## src/hdl/monitor_bank_pkg.sv

```systemverilog
package monitor_bank_pkg;

	// Bus geometry
	localparam int unsigned ADDR_W = 12;
	localparam int unsigned DATA_W = 32;

	// Register indices; byte address is four times the index
	localparam logic [7:0] IDX_NLP_THRESHOLD = 8'h27;
	localparam logic [7:0] IDX_OVERCOMP_HANG = 8'h28;
	localparam logic [7:0] IDX_STATE_ONE     = 8'h2C;
	localparam logic [7:0] IDX_STATE_TWO     = 8'h2D;
	localparam logic [7:0] IDX_STATE_THREE   = 8'h2E;
	localparam logic [7:0] IDX_CONTROL       = 8'h30;
	localparam logic [7:0] IDX_PIN_CONFIG    = 8'h31;
	localparam logic [7:0] IDX_IRQ_STATUS    = 8'h32;
	localparam logic [7:0] IDX_IRQ_MASK      = 8'h33;

	// Control register fields
	localparam int unsigned CHANNEL_W          = 5;
	localparam int unsigned THRESHOLD_W        = 5;
	localparam int unsigned CTRL_CHANNEL_LSB   = 0;
	localparam int unsigned CTRL_THRESHOLD_LSB = 8;

	// Monitor pin configuration fields, one nibble per pin
	localparam int unsigned PIN_COUNT     = 2;
	localparam int unsigned PIN_FIELD_W   = 4;
	localparam int unsigned PIN_SEL_W     = 3;
	localparam int unsigned PIN_EN_OFFSET = 3;

	// Interrupt status and mask layout
	localparam int unsigned IRQ_W          = 2;
	localparam int unsigned IRQ_UPDATE_BIT = 0;
	localparam int unsigned IRQ_OVERRUN_BIT = 1;

	// Reset values
	localparam logic [7:0]  MONITOR_RESET    = 8'h00;
	localparam logic [CHANNEL_W-1:0] CHANNEL_RESET = 5'h00;
	localparam logic [THRESHOLD_W-1:0] THRESHOLD_RESET = 5'h00;
	localparam logic [7:0]  PIN_CONFIG_RESET = 8'h00;
	localparam logic [1:0]  IRQ_RESET        = 2'h0;

	// Logarithmic scale: top code is +3 dBm0, 16 codes per 6 dB
	localparam logic [7:0] LOG_MAX_CODE = 8'hBF;
	localparam int unsigned LOG_CODES_PER_6DB = 16;

	// Bus responses
	localparam logic [1:0] RESP_OKAY   = 2'h0;
	localparam logic [1:0] RESP_SLVERR = 2'h2;

	// Field positions follow declaration order, msb first
	typedef struct packed {
		logic [3:0] overcomp_evaluation;
		logic [3:0] doubletalk_hangover_time;
	} overcomp_hang_type;

	typedef struct packed {
		logic no_voice_flag;
		logic answer_tone_unprotected_flag;
		logic answer_tone_protected_flag;
		logic answer_tone_phase_reversal_flag;
		logic filter_store_clearing_flag;
		logic filter_store_held_flag;
		logic nonlinear_processor_active_flag;
		logic canceller_bypass_flag;
	} state_one_type;

	typedef struct packed {
		logic subtractor_bypass_flag;
		logic double_talk_flag;
		logic fast_convergence_flag;
		logic convergence_protection_flag;
		logic signalling_tone_unprotected_flag;
		logic signalling_tone_level_two_flag;
		logic signalling_tone_level_one_flag;
		logic silent_channel_flag;
	} state_two_type;

	typedef struct packed {
		logic timeslot_signalling_disable_flag;
		logic control_channel_disable_flag;
		logic control_channel_fixed_flag;
		logic serial_disable_flag;
		logic serial_processor_off_flag;
		logic serial_hold_flag;
		logic serial_adapt_off_flag;
		logic serial_flexible_control_flag;
	} state_three_type;

	typedef struct packed {
		logic [7:0]        nonlinear_threshold_level;
		overcomp_hang_type overcomp_hang;
		state_one_type     state_one;
		state_two_type     state_two;
		state_three_type   state_three;
	} monitor_sample_type;

endpackage
```

## src/hdl/echo_canceller_monitor_status.sv

```systemverilog
// Contract
// - The nonlinear threshold level of the selected channel is reported as an 8-bit log code at index 27H.
// - Index 28H holds the 4-bit overcompensation evaluation in bits 7:4 and the 4-bit hang-over time in bits 3:0.
// - State word one at 2CH shows no-voice in bit 7 and the three 2100Hz answer-tone detections in bits 6:4.
// - State word one bit 3 shows the filter store being cleared and bit 2 the store held.
// - State word one bit 1 shows the nonlinear processor active and bit 0 the whole canceller bypassed.
// - Single bits of state word two at 2DH can be routed to either of two monitor pins by a config register.
// - State word two bit 7 shows the subtractor bypassed because echo return loss exceeds the 5-bit threshold.
// - State word two bit 6 shows true double talk.
// - State word two bit 5 shows fast convergence and bit 4 convergence protection for non-speech.
// - State word two bits 3:1 show the 2010Hz tone unprotected, second level reached and first level reached.
// - State word two bit 0 shows an idle channel.
// - State word three at 2EH bit 7 shows the channel disabled by timeslot signalling evaluation.
// - State word three bit 6 shows the control channel disable bit and bit 5 its fixed-function bit.
// - State word three bits 4:0 mirror the serial disable, processor off, hold, adapt off and flexible inputs.
// - Log values use a scale where 191 is 3 dBm0 and 16 codes equal 6 dB.
`timescale 1ns/1ps
`default_nettype none

module echo_canceller_monitor_status (
	// Clock and reset
	input  wire logic                                      aclk,
	input  wire logic                                      aresetn,
	// Write address channel
	input  wire logic [monitor_bank_pkg::ADDR_W-1:0]       s_axi_awaddr,
	input  wire logic                                      s_axi_awvalid,
	output logic                                           s_axi_awready,
	// Write data channel
	input  wire logic [monitor_bank_pkg::DATA_W-1:0]       s_axi_wdata,
	input  wire logic [monitor_bank_pkg::DATA_W/8-1:0]     s_axi_wstrb,
	input  wire logic                                      s_axi_wvalid,
	output logic                                           s_axi_wready,
	// Write response channel
	output logic [1:0]                                     s_axi_bresp,
	output logic                                           s_axi_bvalid,
	input  wire logic                                      s_axi_bready,
	// Read address channel
	input  wire logic [monitor_bank_pkg::ADDR_W-1:0]       s_axi_araddr,
	input  wire logic                                      s_axi_arvalid,
	output logic                                           s_axi_arready,
	// Read data channel
	output logic [monitor_bank_pkg::DATA_W-1:0]            s_axi_rdata,
	output logic [1:0]                                     s_axi_rresp,
	output logic                                           s_axi_rvalid,
	input  wire logic                                      s_axi_rready,
	// Monitor snapshot from the canceller core
	input  wire monitor_bank_pkg::monitor_sample_type      monitor_sample,
	input  wire logic                                      monitor_sample_valid,
	// Settings driven into the core
	output logic [monitor_bank_pkg::CHANNEL_W-1:0]         monitored_channel_select,
	output logic [monitor_bank_pkg::THRESHOLD_W-1:0]       bypass_threshold,
	// Monitor pins and interrupt
	output logic                                           monitor_pin_one,
	output logic                                           monitor_pin_two,
	output logic                                           irq
);

	// Snapshot registers
	monitor_bank_pkg::monitor_sample_type monitor_r;

	// Software registers
	logic [monitor_bank_pkg::CHANNEL_W-1:0]   channel_r;
	logic [monitor_bank_pkg::THRESHOLD_W-1:0] threshold_r;
	logic [7:0]                               pin_config_r;
	logic [monitor_bank_pkg::IRQ_W-1:0]       irq_status_r;
	logic [monitor_bank_pkg::IRQ_W-1:0]       irq_status_nxt;
	logic [monitor_bank_pkg::IRQ_W-1:0]       irq_mask_r;
	logic                                     irq_r;
	logic [monitor_bank_pkg::PIN_COUNT-1:0]   pin_r;

	// Bus state
	logic                                     aw_free_r;
	logic                                     w_free_r;
	logic [monitor_bank_pkg::ADDR_W-1:0]      awaddr_r;
	logic [monitor_bank_pkg::DATA_W-1:0]      wdata_r;
	logic [monitor_bank_pkg::DATA_W/8-1:0]    wstrb_r;
	logic                                     bvalid_r;
	logic [1:0]                               bresp_r;
	logic                                     arready_r;
	logic                                     rvalid_r;
	logic [monitor_bank_pkg::DATA_W-1:0]      rdata_r;
	logic [1:0]                               rresp_r;

	// Decode wires
	wire logic       aw_take  = s_axi_awvalid & aw_free_r;
	wire logic       w_take   = s_axi_wvalid & w_free_r;
	wire logic       wr_fire  = ~aw_free_r & ~w_free_r & ~bvalid_r;
	wire logic       ar_take  = s_axi_arvalid & arready_r;
	wire logic [7:0] wr_idx   = awaddr_r[9:2];
	wire logic [7:0] rd_idx   = s_axi_araddr[9:2];
	wire logic       wr_upper = |awaddr_r[monitor_bank_pkg::ADDR_W-1:10];
	wire logic       rd_upper = |s_axi_araddr[monitor_bank_pkg::ADDR_W-1:10];

	wire logic wr_control = wr_fire & ~wr_upper & (wr_idx == monitor_bank_pkg::IDX_CONTROL);
	wire logic wr_pin_cfg = wr_fire & ~wr_upper & (wr_idx == monitor_bank_pkg::IDX_PIN_CONFIG);
	wire logic wr_irq_sts = wr_fire & ~wr_upper & (wr_idx == monitor_bank_pkg::IDX_IRQ_STATUS);
	wire logic wr_irq_msk = wr_fire & ~wr_upper & (wr_idx == monitor_bank_pkg::IDX_IRQ_MASK);

	// Monitor words are read-only, so a write there is accepted and dropped
	wire logic wr_monitor = ~wr_upper & (
		(wr_idx == monitor_bank_pkg::IDX_NLP_THRESHOLD) |
		(wr_idx == monitor_bank_pkg::IDX_OVERCOMP_HANG) |
		(wr_idx == monitor_bank_pkg::IDX_STATE_ONE) |
		(wr_idx == monitor_bank_pkg::IDX_STATE_TWO) |
		(wr_idx == monitor_bank_pkg::IDX_STATE_THREE));
	wire logic wr_known = wr_monitor | (~wr_upper & (
		(wr_idx == monitor_bank_pkg::IDX_CONTROL) |
		(wr_idx == monitor_bank_pkg::IDX_PIN_CONFIG) |
		(wr_idx == monitor_bank_pkg::IDX_IRQ_STATUS) |
		(wr_idx == monitor_bank_pkg::IDX_IRQ_MASK)));

	// Software clear of interrupt bits, byte lane zero only
	wire logic [monitor_bank_pkg::IRQ_W-1:0] irq_clear =
		(wr_irq_sts & wstrb_r[0]) ? wdata_r[monitor_bank_pkg::IRQ_W-1:0] : '0;

	// Overrun flags a snapshot that lands before software cleared the last one
	logic [monitor_bank_pkg::IRQ_W-1:0] irq_set;

	// Bits placed by name so a new event cannot shift the layout
	always_comb begin
		irq_set = '0;
		irq_set[monitor_bank_pkg::IRQ_UPDATE_BIT]  = monitor_sample_valid;
		irq_set[monitor_bank_pkg::IRQ_OVERRUN_BIT] = monitor_sample_valid &
			irq_status_r[monitor_bank_pkg::IRQ_UPDATE_BIT];
	end

	// Codes above the top of the log scale are held at the top code
	wire logic [7:0] threshold_code =
		(monitor_sample.nonlinear_threshold_level > monitor_bank_pkg::LOG_MAX_CODE) ?
		monitor_bank_pkg::LOG_MAX_CODE : monitor_sample.nonlinear_threshold_level;

	wire logic [7:0] state_two_bits = monitor_r.state_two;

	// Read hits, one per register index
	wire logic rd_nlp    = rd_idx == monitor_bank_pkg::IDX_NLP_THRESHOLD;
	wire logic rd_ocdt   = rd_idx == monitor_bank_pkg::IDX_OVERCOMP_HANG;
	wire logic rd_one    = rd_idx == monitor_bank_pkg::IDX_STATE_ONE;
	wire logic rd_two    = rd_idx == monitor_bank_pkg::IDX_STATE_TWO;
	wire logic rd_three  = rd_idx == monitor_bank_pkg::IDX_STATE_THREE;
	wire logic rd_ctrl   = rd_idx == monitor_bank_pkg::IDX_CONTROL;
	wire logic rd_pincfg = rd_idx == monitor_bank_pkg::IDX_PIN_CONFIG;
	wire logic rd_status = rd_idx == monitor_bank_pkg::IDX_IRQ_STATUS;
	wire logic rd_mask   = rd_idx == monitor_bank_pkg::IDX_IRQ_MASK;

	// Read decode
	logic [monitor_bank_pkg::DATA_W-1:0] rd_word;
	logic                                rd_ok;

	always_comb begin
		rd_word = '0;
		rd_ok   = 1'b1;
		if (rd_upper) begin
			rd_ok = 1'b0;
		end else if (rd_nlp) begin
			rd_word[7:0] = monitor_r.nonlinear_threshold_level;
		end else if (rd_ocdt) begin
			rd_word[7:0] = monitor_r.overcomp_hang;
		end else if (rd_one) begin
			rd_word[7:0] = monitor_r.state_one;
		end else if (rd_two) begin
			rd_word[7:0] = state_two_bits;
		end else if (rd_three) begin
			rd_word[7:0] = monitor_r.state_three;
		end else if (rd_ctrl) begin
			rd_word[monitor_bank_pkg::CTRL_CHANNEL_LSB +: monitor_bank_pkg::CHANNEL_W] = channel_r;
			rd_word[monitor_bank_pkg::CTRL_THRESHOLD_LSB +: monitor_bank_pkg::THRESHOLD_W] =
				threshold_r;
		end else if (rd_pincfg) begin
			rd_word[7:0] = pin_config_r;
		end else if (rd_status) begin
			rd_word[monitor_bank_pkg::IRQ_W-1:0] = irq_status_r;
		end else if (rd_mask) begin
			rd_word[monitor_bank_pkg::IRQ_W-1:0] = irq_mask_r;
		end else begin
			rd_ok = 1'b0;
		end
	end

	// Set wins over a clear landing in the same cycle
	assign irq_status_nxt = (irq_status_r & ~irq_clear) | irq_set;

	// Write address and data are taken independently, in either order
	always_ff @(posedge aclk) begin
		if (!aresetn) begin
			aw_free_r <= 1'b1;
			awaddr_r  <= '0;
		end else if (aw_take) begin
			aw_free_r <= 1'b0;
			awaddr_r  <= s_axi_awaddr;
		end else if (wr_fire) begin
			aw_free_r <= 1'b1;
		end
	end

	always_ff @(posedge aclk) begin
		if (!aresetn) begin
			w_free_r <= 1'b1;
			wdata_r  <= '0;
			wstrb_r  <= '0;
		end else if (w_take) begin
			w_free_r <= 1'b0;
			wdata_r  <= s_axi_wdata;
			wstrb_r  <= s_axi_wstrb;
		end else if (wr_fire) begin
			w_free_r <= 1'b1;
		end
	end

	// Write response one cycle after both halves are held
	// Next write stalls behind an unanswered response
	always_ff @(posedge aclk) begin
		if (!aresetn) begin
			bvalid_r <= 1'b0;
			bresp_r  <= monitor_bank_pkg::RESP_OKAY;
		end else if (wr_fire) begin
			bvalid_r <= 1'b1;
			bresp_r  <= wr_known ? monitor_bank_pkg::RESP_OKAY : monitor_bank_pkg::RESP_SLVERR;
		end else if (s_axi_bready) begin
			bvalid_r <= 1'b0;
		end
	end

	// Reads have no side effect on any register
	// Arready stays low until the data is taken: one read at a time
	always_ff @(posedge aclk) begin
		if (!aresetn) begin
			arready_r <= 1'b1;
			rvalid_r  <= 1'b0;
			rdata_r   <= '0;
			rresp_r   <= monitor_bank_pkg::RESP_OKAY;
		end else if (ar_take) begin
			arready_r <= 1'b0;
			rvalid_r  <= 1'b1;
			rdata_r   <= rd_word;
			rresp_r   <= rd_ok ? monitor_bank_pkg::RESP_OKAY : monitor_bank_pkg::RESP_SLVERR;
		end else if (rvalid_r & s_axi_rready) begin
			arready_r <= 1'b1;
			rvalid_r  <= 1'b0;
		end
	end

	// Control register: channel select and bypass threshold
	always_ff @(posedge aclk) begin
		if (!aresetn) begin
			channel_r   <= monitor_bank_pkg::CHANNEL_RESET;
			threshold_r <= monitor_bank_pkg::THRESHOLD_RESET;
		end else begin
			if (wr_control & wstrb_r[0]) begin
				channel_r <= wdata_r[monitor_bank_pkg::CTRL_CHANNEL_LSB +:
					monitor_bank_pkg::CHANNEL_W];
			end
			if (wr_control & wstrb_r[1]) begin
				threshold_r <= wdata_r[monitor_bank_pkg::CTRL_THRESHOLD_LSB +:
					monitor_bank_pkg::THRESHOLD_W];
			end
		end
	end

	always_ff @(posedge aclk) begin
		if (!aresetn) begin
			pin_config_r <= monitor_bank_pkg::PIN_CONFIG_RESET;
		end else if (wr_pin_cfg & wstrb_r[0]) begin
			pin_config_r <= wdata_r[7:0];
		end
	end

	always_ff @(posedge aclk) begin
		if (!aresetn) begin
			irq_mask_r <= monitor_bank_pkg::IRQ_RESET;
		end else if (wr_irq_msk & wstrb_r[0]) begin
			irq_mask_r <= wdata_r[monitor_bank_pkg::IRQ_W-1:0];
		end
	end

	always_ff @(posedge aclk) begin
		if (!aresetn) begin
			irq_status_r <= monitor_bank_pkg::IRQ_RESET;
			irq_r        <= 1'b0;
		end else begin
			irq_status_r <= irq_status_nxt;
			irq_r        <= |(irq_status_nxt & irq_mask_r);
		end
	end

	// Snapshot of the selected channel; the core judges the flags against the threshold
	always_ff @(posedge aclk) begin
		if (!aresetn) begin
			monitor_r <= {$bits(monitor_bank_pkg::monitor_sample_type)/8
				{monitor_bank_pkg::MONITOR_RESET}};
		end else if (monitor_sample_valid) begin
			monitor_r.nonlinear_threshold_level <= threshold_code;
			monitor_r.overcomp_hang             <= monitor_sample.overcomp_hang;
			monitor_r.state_one                 <= monitor_sample.state_one;
			monitor_r.state_two                 <= monitor_sample.state_two;
			monitor_r.state_three               <= monitor_sample.state_three;
		end
	end

	// Each pin takes one chosen bit of state word two, or stays low when disabled
	genvar p;
	generate
		for (p = 0; p < monitor_bank_pkg::PIN_COUNT; p++) begin : g_pin
			wire logic [monitor_bank_pkg::PIN_SEL_W-1:0] sel =
				pin_config_r[p*monitor_bank_pkg::PIN_FIELD_W +: monitor_bank_pkg::PIN_SEL_W];
			wire logic en =
				pin_config_r[p*monitor_bank_pkg::PIN_FIELD_W + monitor_bank_pkg::PIN_EN_OFFSET];

			always_ff @(posedge aclk) begin
				if (!aresetn) begin
					pin_r[p] <= 1'b0;
				end else begin
					pin_r[p] <= en & state_two_bits[sel];
				end
			end
		end
	endgenerate

	// Outputs, every one straight from a register

	// Write channels
	assign s_axi_awready            = aw_free_r;
	assign s_axi_wready             = w_free_r;
	assign s_axi_bvalid             = bvalid_r;
	assign s_axi_bresp              = bresp_r;

	// Read channels
	assign s_axi_arready            = arready_r;
	assign s_axi_rvalid             = rvalid_r;
	assign s_axi_rdata              = rdata_r;
	assign s_axi_rresp              = rresp_r;

	// Settings towards the core
	assign monitored_channel_select = channel_r;
	assign bypass_threshold         = threshold_r;

	// Pins and interrupt
	assign monitor_pin_one          = pin_r[0];
	assign monitor_pin_two          = pin_r[1];
	assign irq                      = irq_r;

endmodule

`default_nettype wire

```

## config.mk

```make
export PLATFORM = sky130hd
export DESIGN_NAME = echo_canceller_monitor_status
export DESIGN_NICKNAME = d
export VERILOG_FILES = /design/src/hdl/monitor_bank_pkg.sv /design/src/hdl/echo_canceller_monitor_status.sv
export SDC_FILE = /design/constraint.sdc
export NUM_CORES = 1
export LEC_CHECK = 0
export BUFFER_PORTS_ARGS = -buffer_cell sky130_fd_sc_hd__clkbuf_2
export CELL_PAD_IN_SITES_DETAIL_PLACEMENT = 1
export CELL_PAD_IN_SITES_GLOBAL_PLACEMENT = 2
export CORE_ASPECT_RATIO = 0.5
export CORE_MARGIN = 1
export CORE_UTILIZATION = 33
export CTS_BUF_LIST = sky130_fd_sc_hd__clkbuf_8
export DETAILED_ROUTE_END_ITERATION = 16
export GPL_TIMING_DRIVEN = 1
export PLACE_DENSITY_LB_ADDON = 0.1
export SYNTH_ARGS = -nofsm -noshare
export SYNTH_HDL_FRONTEND = slang
export SYNTH_SLANG_ARGS = --single-unit
```

## constraint.sdc

```tcl
create_clock -name aclk -period 4.5 [get_ports aclk]
set_clock_uncertainty 0.1 [all_clocks]
set_input_delay 0 -clock aclk [delete_from_list [all_inputs] [get_ports aclk]]
set_output_delay 0 -clock aclk [all_outputs]
set_load 0.005 [all_outputs]
```

* Word level (Yosys, flattened, before mapping) *
Index checks and enable logic that the tools add are counted.

storage, ports and cells
  bits in registers = 114
  input port bits = 108
  output and inout port bits = 54
  word-level logic and storage cells = 156

cells by class
  magnitude comparators = 3
  equal/unequal tests = 18
  mux-type cells = 45
  bitwise operators = 37
  reductions and logical operators = 7

operator list
  kind                  count
  $eq A8 B6 Y1 const B  18
  $mux W8               6
  $mux W5               7
  $and A1 B1 Y1         21
  $mux W1               21
  $mux W13              1
  $mux W2               6
  $gt A8 B8 Y1 const B  1
  $lt A3 B4 Y1 const B  2
  $or A1 B1 Y1          8
  $reduce_bool A2 Y1    4
  $bmux W1 S3           2
  $mux W6               1
  $reduce_or A2 Y1      3
  $and A2 B2 Y2         2
  $not A1 Y1            4
  $mux W3               1
  $not A2 Y2            1
  $or A2 B2 Y2          1

* Depth between registers and ports, before layout *
Gate-level depths: netlist of the first run.

  word-level depth = 12
  mapped depth = 7
  depth with buffers taken out = 5

* Worst setup path after synthesis of the first run *
No wires, ideal clock.

  path kind = register to register
  start point = register bvalid_r, in the netlist s_axi_bvalid
  end point = register pin_config_r[0]
  library setup time = 0.116 ns
  data arrival time = 2.070 ns
  data required time = 4.284 ns
  setup slack = 2.214 ns
  stages on the path, launching flop included = 8
  path buffers = 2
  clock period less this slack = 2.286 ns
  cell sequence = dfxtp_1 or3_1 buf_2 or4_4 and4bb_1 buf_4 mux2i_1 nor2b_1

between the ends
  word-level cells in the longest chain between the ends = 5

ends and longest elaborated chain
  item                         RTL line                              source
  start, declared              echo_canceller_monitor_status.sv:77   logic bvalid_r;
  start signal, assigned       echo_canceller_monitor_status.sv:213  bvalid_r <= 1'b0;
  start signal, assigned       echo_canceller_monitor_status.sv:216  bvalid_r <= 1'b1;
  start signal, assigned       echo_canceller_monitor_status.sv:219  bvalid_r <= 1'b0;
  $not A1 Y1                   echo_canceller_monitor_status.sv:87   wire logic wr_fire = ~aw_free_r & ~w_free_r & ~bvalid_r;
  $and A1 B1 Y1                echo_canceller_monitor_status.sv:87
  $and A1 B1 Y1 (2 in series)  echo_canceller_monitor_status.sv:95   wire logic wr_pin_cfg = wr_fire & ~wr_upper & (wr_idx == monitor_bank_pkg::IDX_PIN_CONFIG);
  $and A1 B1 Y1                echo_canceller_monitor_status.sv:262  end else if (wr_pin_cfg & wstrb_r[0]) begin
  end signal, assigned         echo_canceller_monitor_status.sv:261  pin_config_r <= monitor_bank_pkg::PIN_CONFIG_RESET;
  end signal, assigned         echo_canceller_monitor_status.sv:263  pin_config_r <= wdata_r[7:0];
  end, declared                echo_canceller_monitor_status.sv:64   logic [7:0] pin_config_r;

No other way between the ends.
A chain may end at the register's enable or synchronous reset.

* Worst setup path in the final report of the first run *
  start point = register bvalid_r, in the netlist s_axi_bvalid
  end point = register pin_config_r[1]

Same word-level chain as after synthesis.

==> reports/results.txt, run 1 <==
Met3 routed WL - 763 um
WL per Instance - 16.0 um
CP required - 4.68 ns
Setup bufs post-CTS - 0
H-tree depth - 3
Post-synth top flop - dfxtp_1
Unique cell type count in the Yosys netlist - 55
CP Launch Type - register
Final Util - 0.442
Die Y - 91.0 um
Mean Syn Cell Area - 9.12 um2
Final clock period utilization by the worst path - 0.580
Slew @ Worst Pin - 0.918 ns
Top layer in use - met4
R2R Path End - pin_config_r[1]
# nets final - 847
Fillers - 1839
First-pass GRT wire length - 24600 um
Post-synth EDFFs - 0
Hold_sp - aresetn
Layout cells sized above 1 - 0.203
Vias in the first global route - 4679
Failing checks - design-rule violations
N_diodes - 0
Residual DRC - 10
CTS buffer count - 9
Max_cap viols - 0
Area contributors post-synth - dfxtp_1, mux2i_1, nor2b_1
Commonest cells post-synth - dfxtp_1, nand2_1, nor2b_1
DRT met1 WL - 7640 um
Fmax - 383 MHz
Largest net degree at the start of global routing - 65
Vias/cell - 4.87
Hold buffer count at CTS - 74
R2R Setup Slk - 1.89 ns
RSZ-0062 raised after global routing - no
Routed length on met2 - 6660 um
Most frequent cell after synthesis - dfxtp_1
Pwr/cell area - 294 nW/um2
VDD IR-drop max - 0.000131 V
CTS tree - yes
Hold crit path type - input port to register
Fin. max-slew vios - 0
Crit. End Element - register
Core Footprint - 15500 um2
Row count - 32
Post-synth top area share - 0.421
Arrival time at the worst endpoint - 2.79 ns
FF+latch area - 2200 um2
I/O Pins - 162
Worst-Skew Late Latency - 0.39 ns
Detail Route Antenna Nets - 0
Post-synthesis cell area - 5230 um2
Pleak - 2.80 nW
Part of the Yosys area used for sequential elements - 0.421
Final setup fails - 0
Die W - 180 um
1st-iter DRT viols - 239
PortBufs - 115
Antenna violations before repair - 0
Maximum fanout along the worst path - 8
Multi-input logic area - 2770 um2
Placed cell count - 858
Final Hold Fails - 0
Ys async rst share - 0
Post_cts resized - 0
Setup WS pre-CTS - 1.91 ns
HPWL after detailed placement - 10700 um
Synthesis Warnings - 0
Reg2reg start - s_axi_bvalid
Synth area leader - dfxtp_1
Minimum clock period - 2.61 ns
Vias after detailed routing - 4615
Status - finished, violations left
Slew headroom - 0.386
Worst Slack Setup Final - 1.89 ns
GR Overflow Total - 0
CTS Sinks - 110
Effective utilization at floorplan - 0.338
Post-route insts no fill - 948
Max Root-Sink Buffers - 2
Total Routing Usage GR - 0.191
Flop and latch count out of synthesis - 110
Hold path cells - 3
Routed wire length - 15200 um
Final GP Congestion - 0.857
Root buffer cell - clkbuf_8
Reg clk slew, reported paths - 0.12 ns
Area Overhead vs Synth - 30.7%
DRT Pass-1 Iters - 10
Post-synthesis instance total - 573
R2R cell count - 5
Total die area - 16400 um2
Setup tns final - 0 ns
Critical path class - register to register
Hold Path Sink - s_axi_arready
[per-stage QoR]
step / power [W] / area (um2) / hold slack (ns)
finish: 0.00201 / 6830 / 0.00145
global route: 0.00210 / 6830 / 0.0473
CTS: 0.00204 / 6830 / 0.0121
detailed placement: 0.00129 / 5860 / 0.142
global placement: 0.00129 / 5860 / 0.137
floorplan: 0.00121 / 5300 / 0.0449
[cell usage in the layout (no fill, tap or decap), types with 21 or more instances in the layout]
master / Yosys / layout
mux2i_1: 59 / 59
clkbuf_2: 0 / 115
nand2_1: 75 / 75
o21ai_0: 25 / 25
a21boi_0: 29 / 29
a21oi_1: 22 / 22
dlygate4sd3_1: 0 / 74
conb_1: 1 / 21
dfxtp_1: 110 / 110
nor2b_1: 61 / 61
[registers in the layout (all words and copies together), names as in the netlist, 2 cells and up]
signal and flops:
monitor_r 40, s_axi_rdata 13, wdata_r 13, awaddr_r 10
pin_config_r 8, bypass_threshold 5, monitored_channel_select 5, irq_mask_r 2
irq_status_r 2, wstrb_r 2
[metal layers]
metal,vias up,GRT usage
met2,116,0.300
met1,2199,0.270
met3,8,0.0417
li1,2292,-
met4,0,0.0359
met5,-,0
[where the power goes]
part           total, W  switching, W  internal (W)  leakage, nW
logic          0.000267      0.000128      0.000140         1.78
clock network  0.000693      0.000370      0.000323        0.117
registers       0.00105     0.0000336       0.00101        0.900
[area by class of cell]
cell class,count,share of cell area
Multi-Input combinational cell,417,0.405
Sequential cell,110,0.322
Timing Repair Buffer,193,0.197
Tap cell,204,0.0374
Clock buffer,9,0.0181
Clock inverter,7,0.0154
Inverter,8,0.00440
[worst max-delay path, stage by stage (launching register included)]
cell      delay [ns]
dfxtp_1         0.35
or3_1           0.47
or4_4           0.62
and4bb_1        0.64
mux2i_1         0.25
nor2b_1         0.06
[logic make-up (layout without fill, tap and decap cells)]
family                     Yosys count  in the layout  share of synthesized area
AOI/OAI and AO/OA                  117            117                      0.148
adders and majority gates            1              1                    0.00192
buffers and inverters               66            217                     0.0634
DFF                                110            110                      0.421
muxes                               68             68                      0.145
other                                1             21                   0.000718
and+or+nand+nor                    210            210                      0.219
[worst max path at each step]
stage                             from               to  slack [ns]
final                     s_axi_bvalid  pin_config_r[1]        1.89
after global routing      s_axi_wready  pin_config_r[6]        1.75
after CTS                 s_axi_wready  pin_config_r[1]        1.87
after detailed placement  s_axi_bvalid  pin_config_r[6]        1.91
after global placement    s_axi_bvalid  pin_config_r[0]        1.93
after floorplan           s_axi_bvalid  pin_config_r[0]        2.21
Power figures use the tool's default switching activity.
==> run 2, diff against run 1 <==
Settings changed: CORE_UTILIZATION 33 to 31.
Clock period 4.5 ns to 2.6 ns, I/O delays scaled along.
==> reports/results.txt, run 2 (synthesized netlist as in run 1, its figures left out) <==
Status - finished clean
Worst-Skew Late Latency - 0.39 ns
1st-iter DRT viols - 162
Total Routing Usage GR - 0.189
Residual DRC - 0
CP Launch Point - s_axi_bvalid
Max Root-Sink Buffers - 2
WL per Instance - 16.2 um
Root buffer cell - clkbuf_8
CTS Sinks - 110
Max reg flops - 40
RSZ-0062 raised after global routing - no
CP required - 2.79 ns
Minimum clock period - 2.33 ns
Hold crit path type - input port to register
Arrival time at the worst endpoint - 2.52 ns
Sequential share of power - 0.523
Final clock period utilization by the worst path - 0.895
CP Launch Type - register
Crit. End Element - register
Fmax - 430 MHz
Sw frac - 0.264
Cell area after layout - 6910 um2
Total die area - 17400 um2
Reg2reg start - s_axi_bvalid
Worst Path Buf+Inv - 1
Clk pwr share - 0.341
Final Hold Fails - 0
Most common cell after layout, fill and taps aside - clkbuf_2
Cell depth of the worst setup path - 6
I/O Pins - 162
Row count - 33
Final GP Congestion - 0.823
R2R cell count - 6
Routed wire length - 15900 um
Pwr/cell area - 502 nW/um2
Crit-path cells - or3_1 -> or4_4 -> nor4b_4 -> buf_4 -> mux2i_1 -> nor2b_1
Die Y - 93.8 um
H-tree depth - 3
Layout cells sized above 1 - 0.212
Largest stage delay on the critical path - 0.60 ns
Final Util - 0.421
Hold Slack - 0.0362 ns
Vias in the first global route - 4651
Maximum fanout along the worst path - 4
N_diodes - 0
Antenna violations before repair - 0
Area Overhead vs Synth - 32.2%
CTS buffer count - 9
Detail Route Antenna Nets - 0
Design Power - 0.00347 W
Vias/cell - 4.73
Delay-heaviest family, CP - simple AND/OR/NAND/NOR gates
Critical path class - register to register
# nets final - 853
Pleak - 2.83 nW
Core Footprint - 16400 um2
Comb power frac - 0.136
Most frequent cells in the layout - clkbuf_2, dfxtp_1, nand2_1
Slowest CP cell - or4_4
PortBufs - 115
First-pass GRT wire length - 24800 um
Max_cap viols - 0
DRT Pass-1 Iters - 4
Vias after detailed routing - 4623
Die W - 186 um
Slew headroom - 0.511
Effective utilization at floorplan - 0.318
Setup tns final - 0 ns
Reg clk slew, reported paths - 0.11 ns
Hold_sp - s_axi_araddr[10]
Final setup fails - 0
Reg with most FFs - monitor_r
Fin. max-slew vios - 0
Net Sw Power - 0.000915 W
Hold path cells - 6
VDD IR-drop max - 0.000208 V
CTS tree - yes
GR Overflow Total - 0
DP Area - 5960 um2
Largest net degree at the start of global routing - 42
HPWL after detailed placement - 11300 um
Int Pwr - 0.00255 W
Slew @ Worst Pin - 0.732 ns
Post_cts resized - 0
-- run 2: area by class of cell --
| class | instances | area, um2 |
|---|---|---|
| fillers | 1951 | 9520 |
| inverters | 8 | 30.0 |
| clock inverters | 7 | 104 |
| repair buffers | 199 | 1400 |
| multi-input cells | 417 | 2770 |
| well taps | 227 | 284 |
| flip-flops and latches | 110 | 2200 |
| clock buffers | 9 | 124 |
-- run 2: worst reg2reg max path: stages, from the launching register on --
cell     delay [ns]
dfxtp_1        0.36
or3_1          0.41
or4_4          0.60
nor4b_4        0.33
buf_4          0.20
mux2i_1        0.18
nor2b_1        0.06
-- run 2: per-stage QoR --
stage | worst slack, ns | instances
after global placement | 0.289 | 889
after global routing | 0.166 | 977
after detailed placement | 0.261 | 889
final | 0.272 | 977
after floorplan | 0.314 | 593
after CTS | 0.256 | 977
-- run 2: power groups by stage --
stage | Clock, W | Combinational (W) | Sequential (W)
detailed placement | 0 | 0.000386 | 0.00185
floorplan | 0 | 0.000270 | 0.00183
finish | 0.00118 | 0.000471 | 0.00182
CTS | 0.00124 | 0.000473 | 0.00182
global placement | 0 | 0.000383 | 0.00185
global route | 0.00131 | 0.000525 | 0.00183
-- run 2: repair_timing --
action,4_1_cts,5_1_grt
setup endpoints to repair,0,0
buffers inserted,0,0
hold endpoints to repair,72,0
hold buffers,72,0
-- run 2: final timing paths --
check	end	slack (ns)
worst max register to register	monitored_channel_select[3]	0.27
worst min register to register	awaddr_r[10]	0.37
worst max-delay path	monitored_channel_select[3]	0.27
worst min-delay path	s_axi_rdata[5]	0.04
-- run 2: per-layer routing --
| layer | global-route usage | vias to the layer above | routed length (um) |
|---|---|---|---|
| li1 | - | 2301 | - |
| met1 | 0.264 | 2200 | 8180 |
| met2 | 0.298 | 111 | 6840 |
| met3 | 0.0446 | 11 | 744 |
| met4 | 0.0307 | 0 | 91 |
| met5 | 0 | - | 0 |
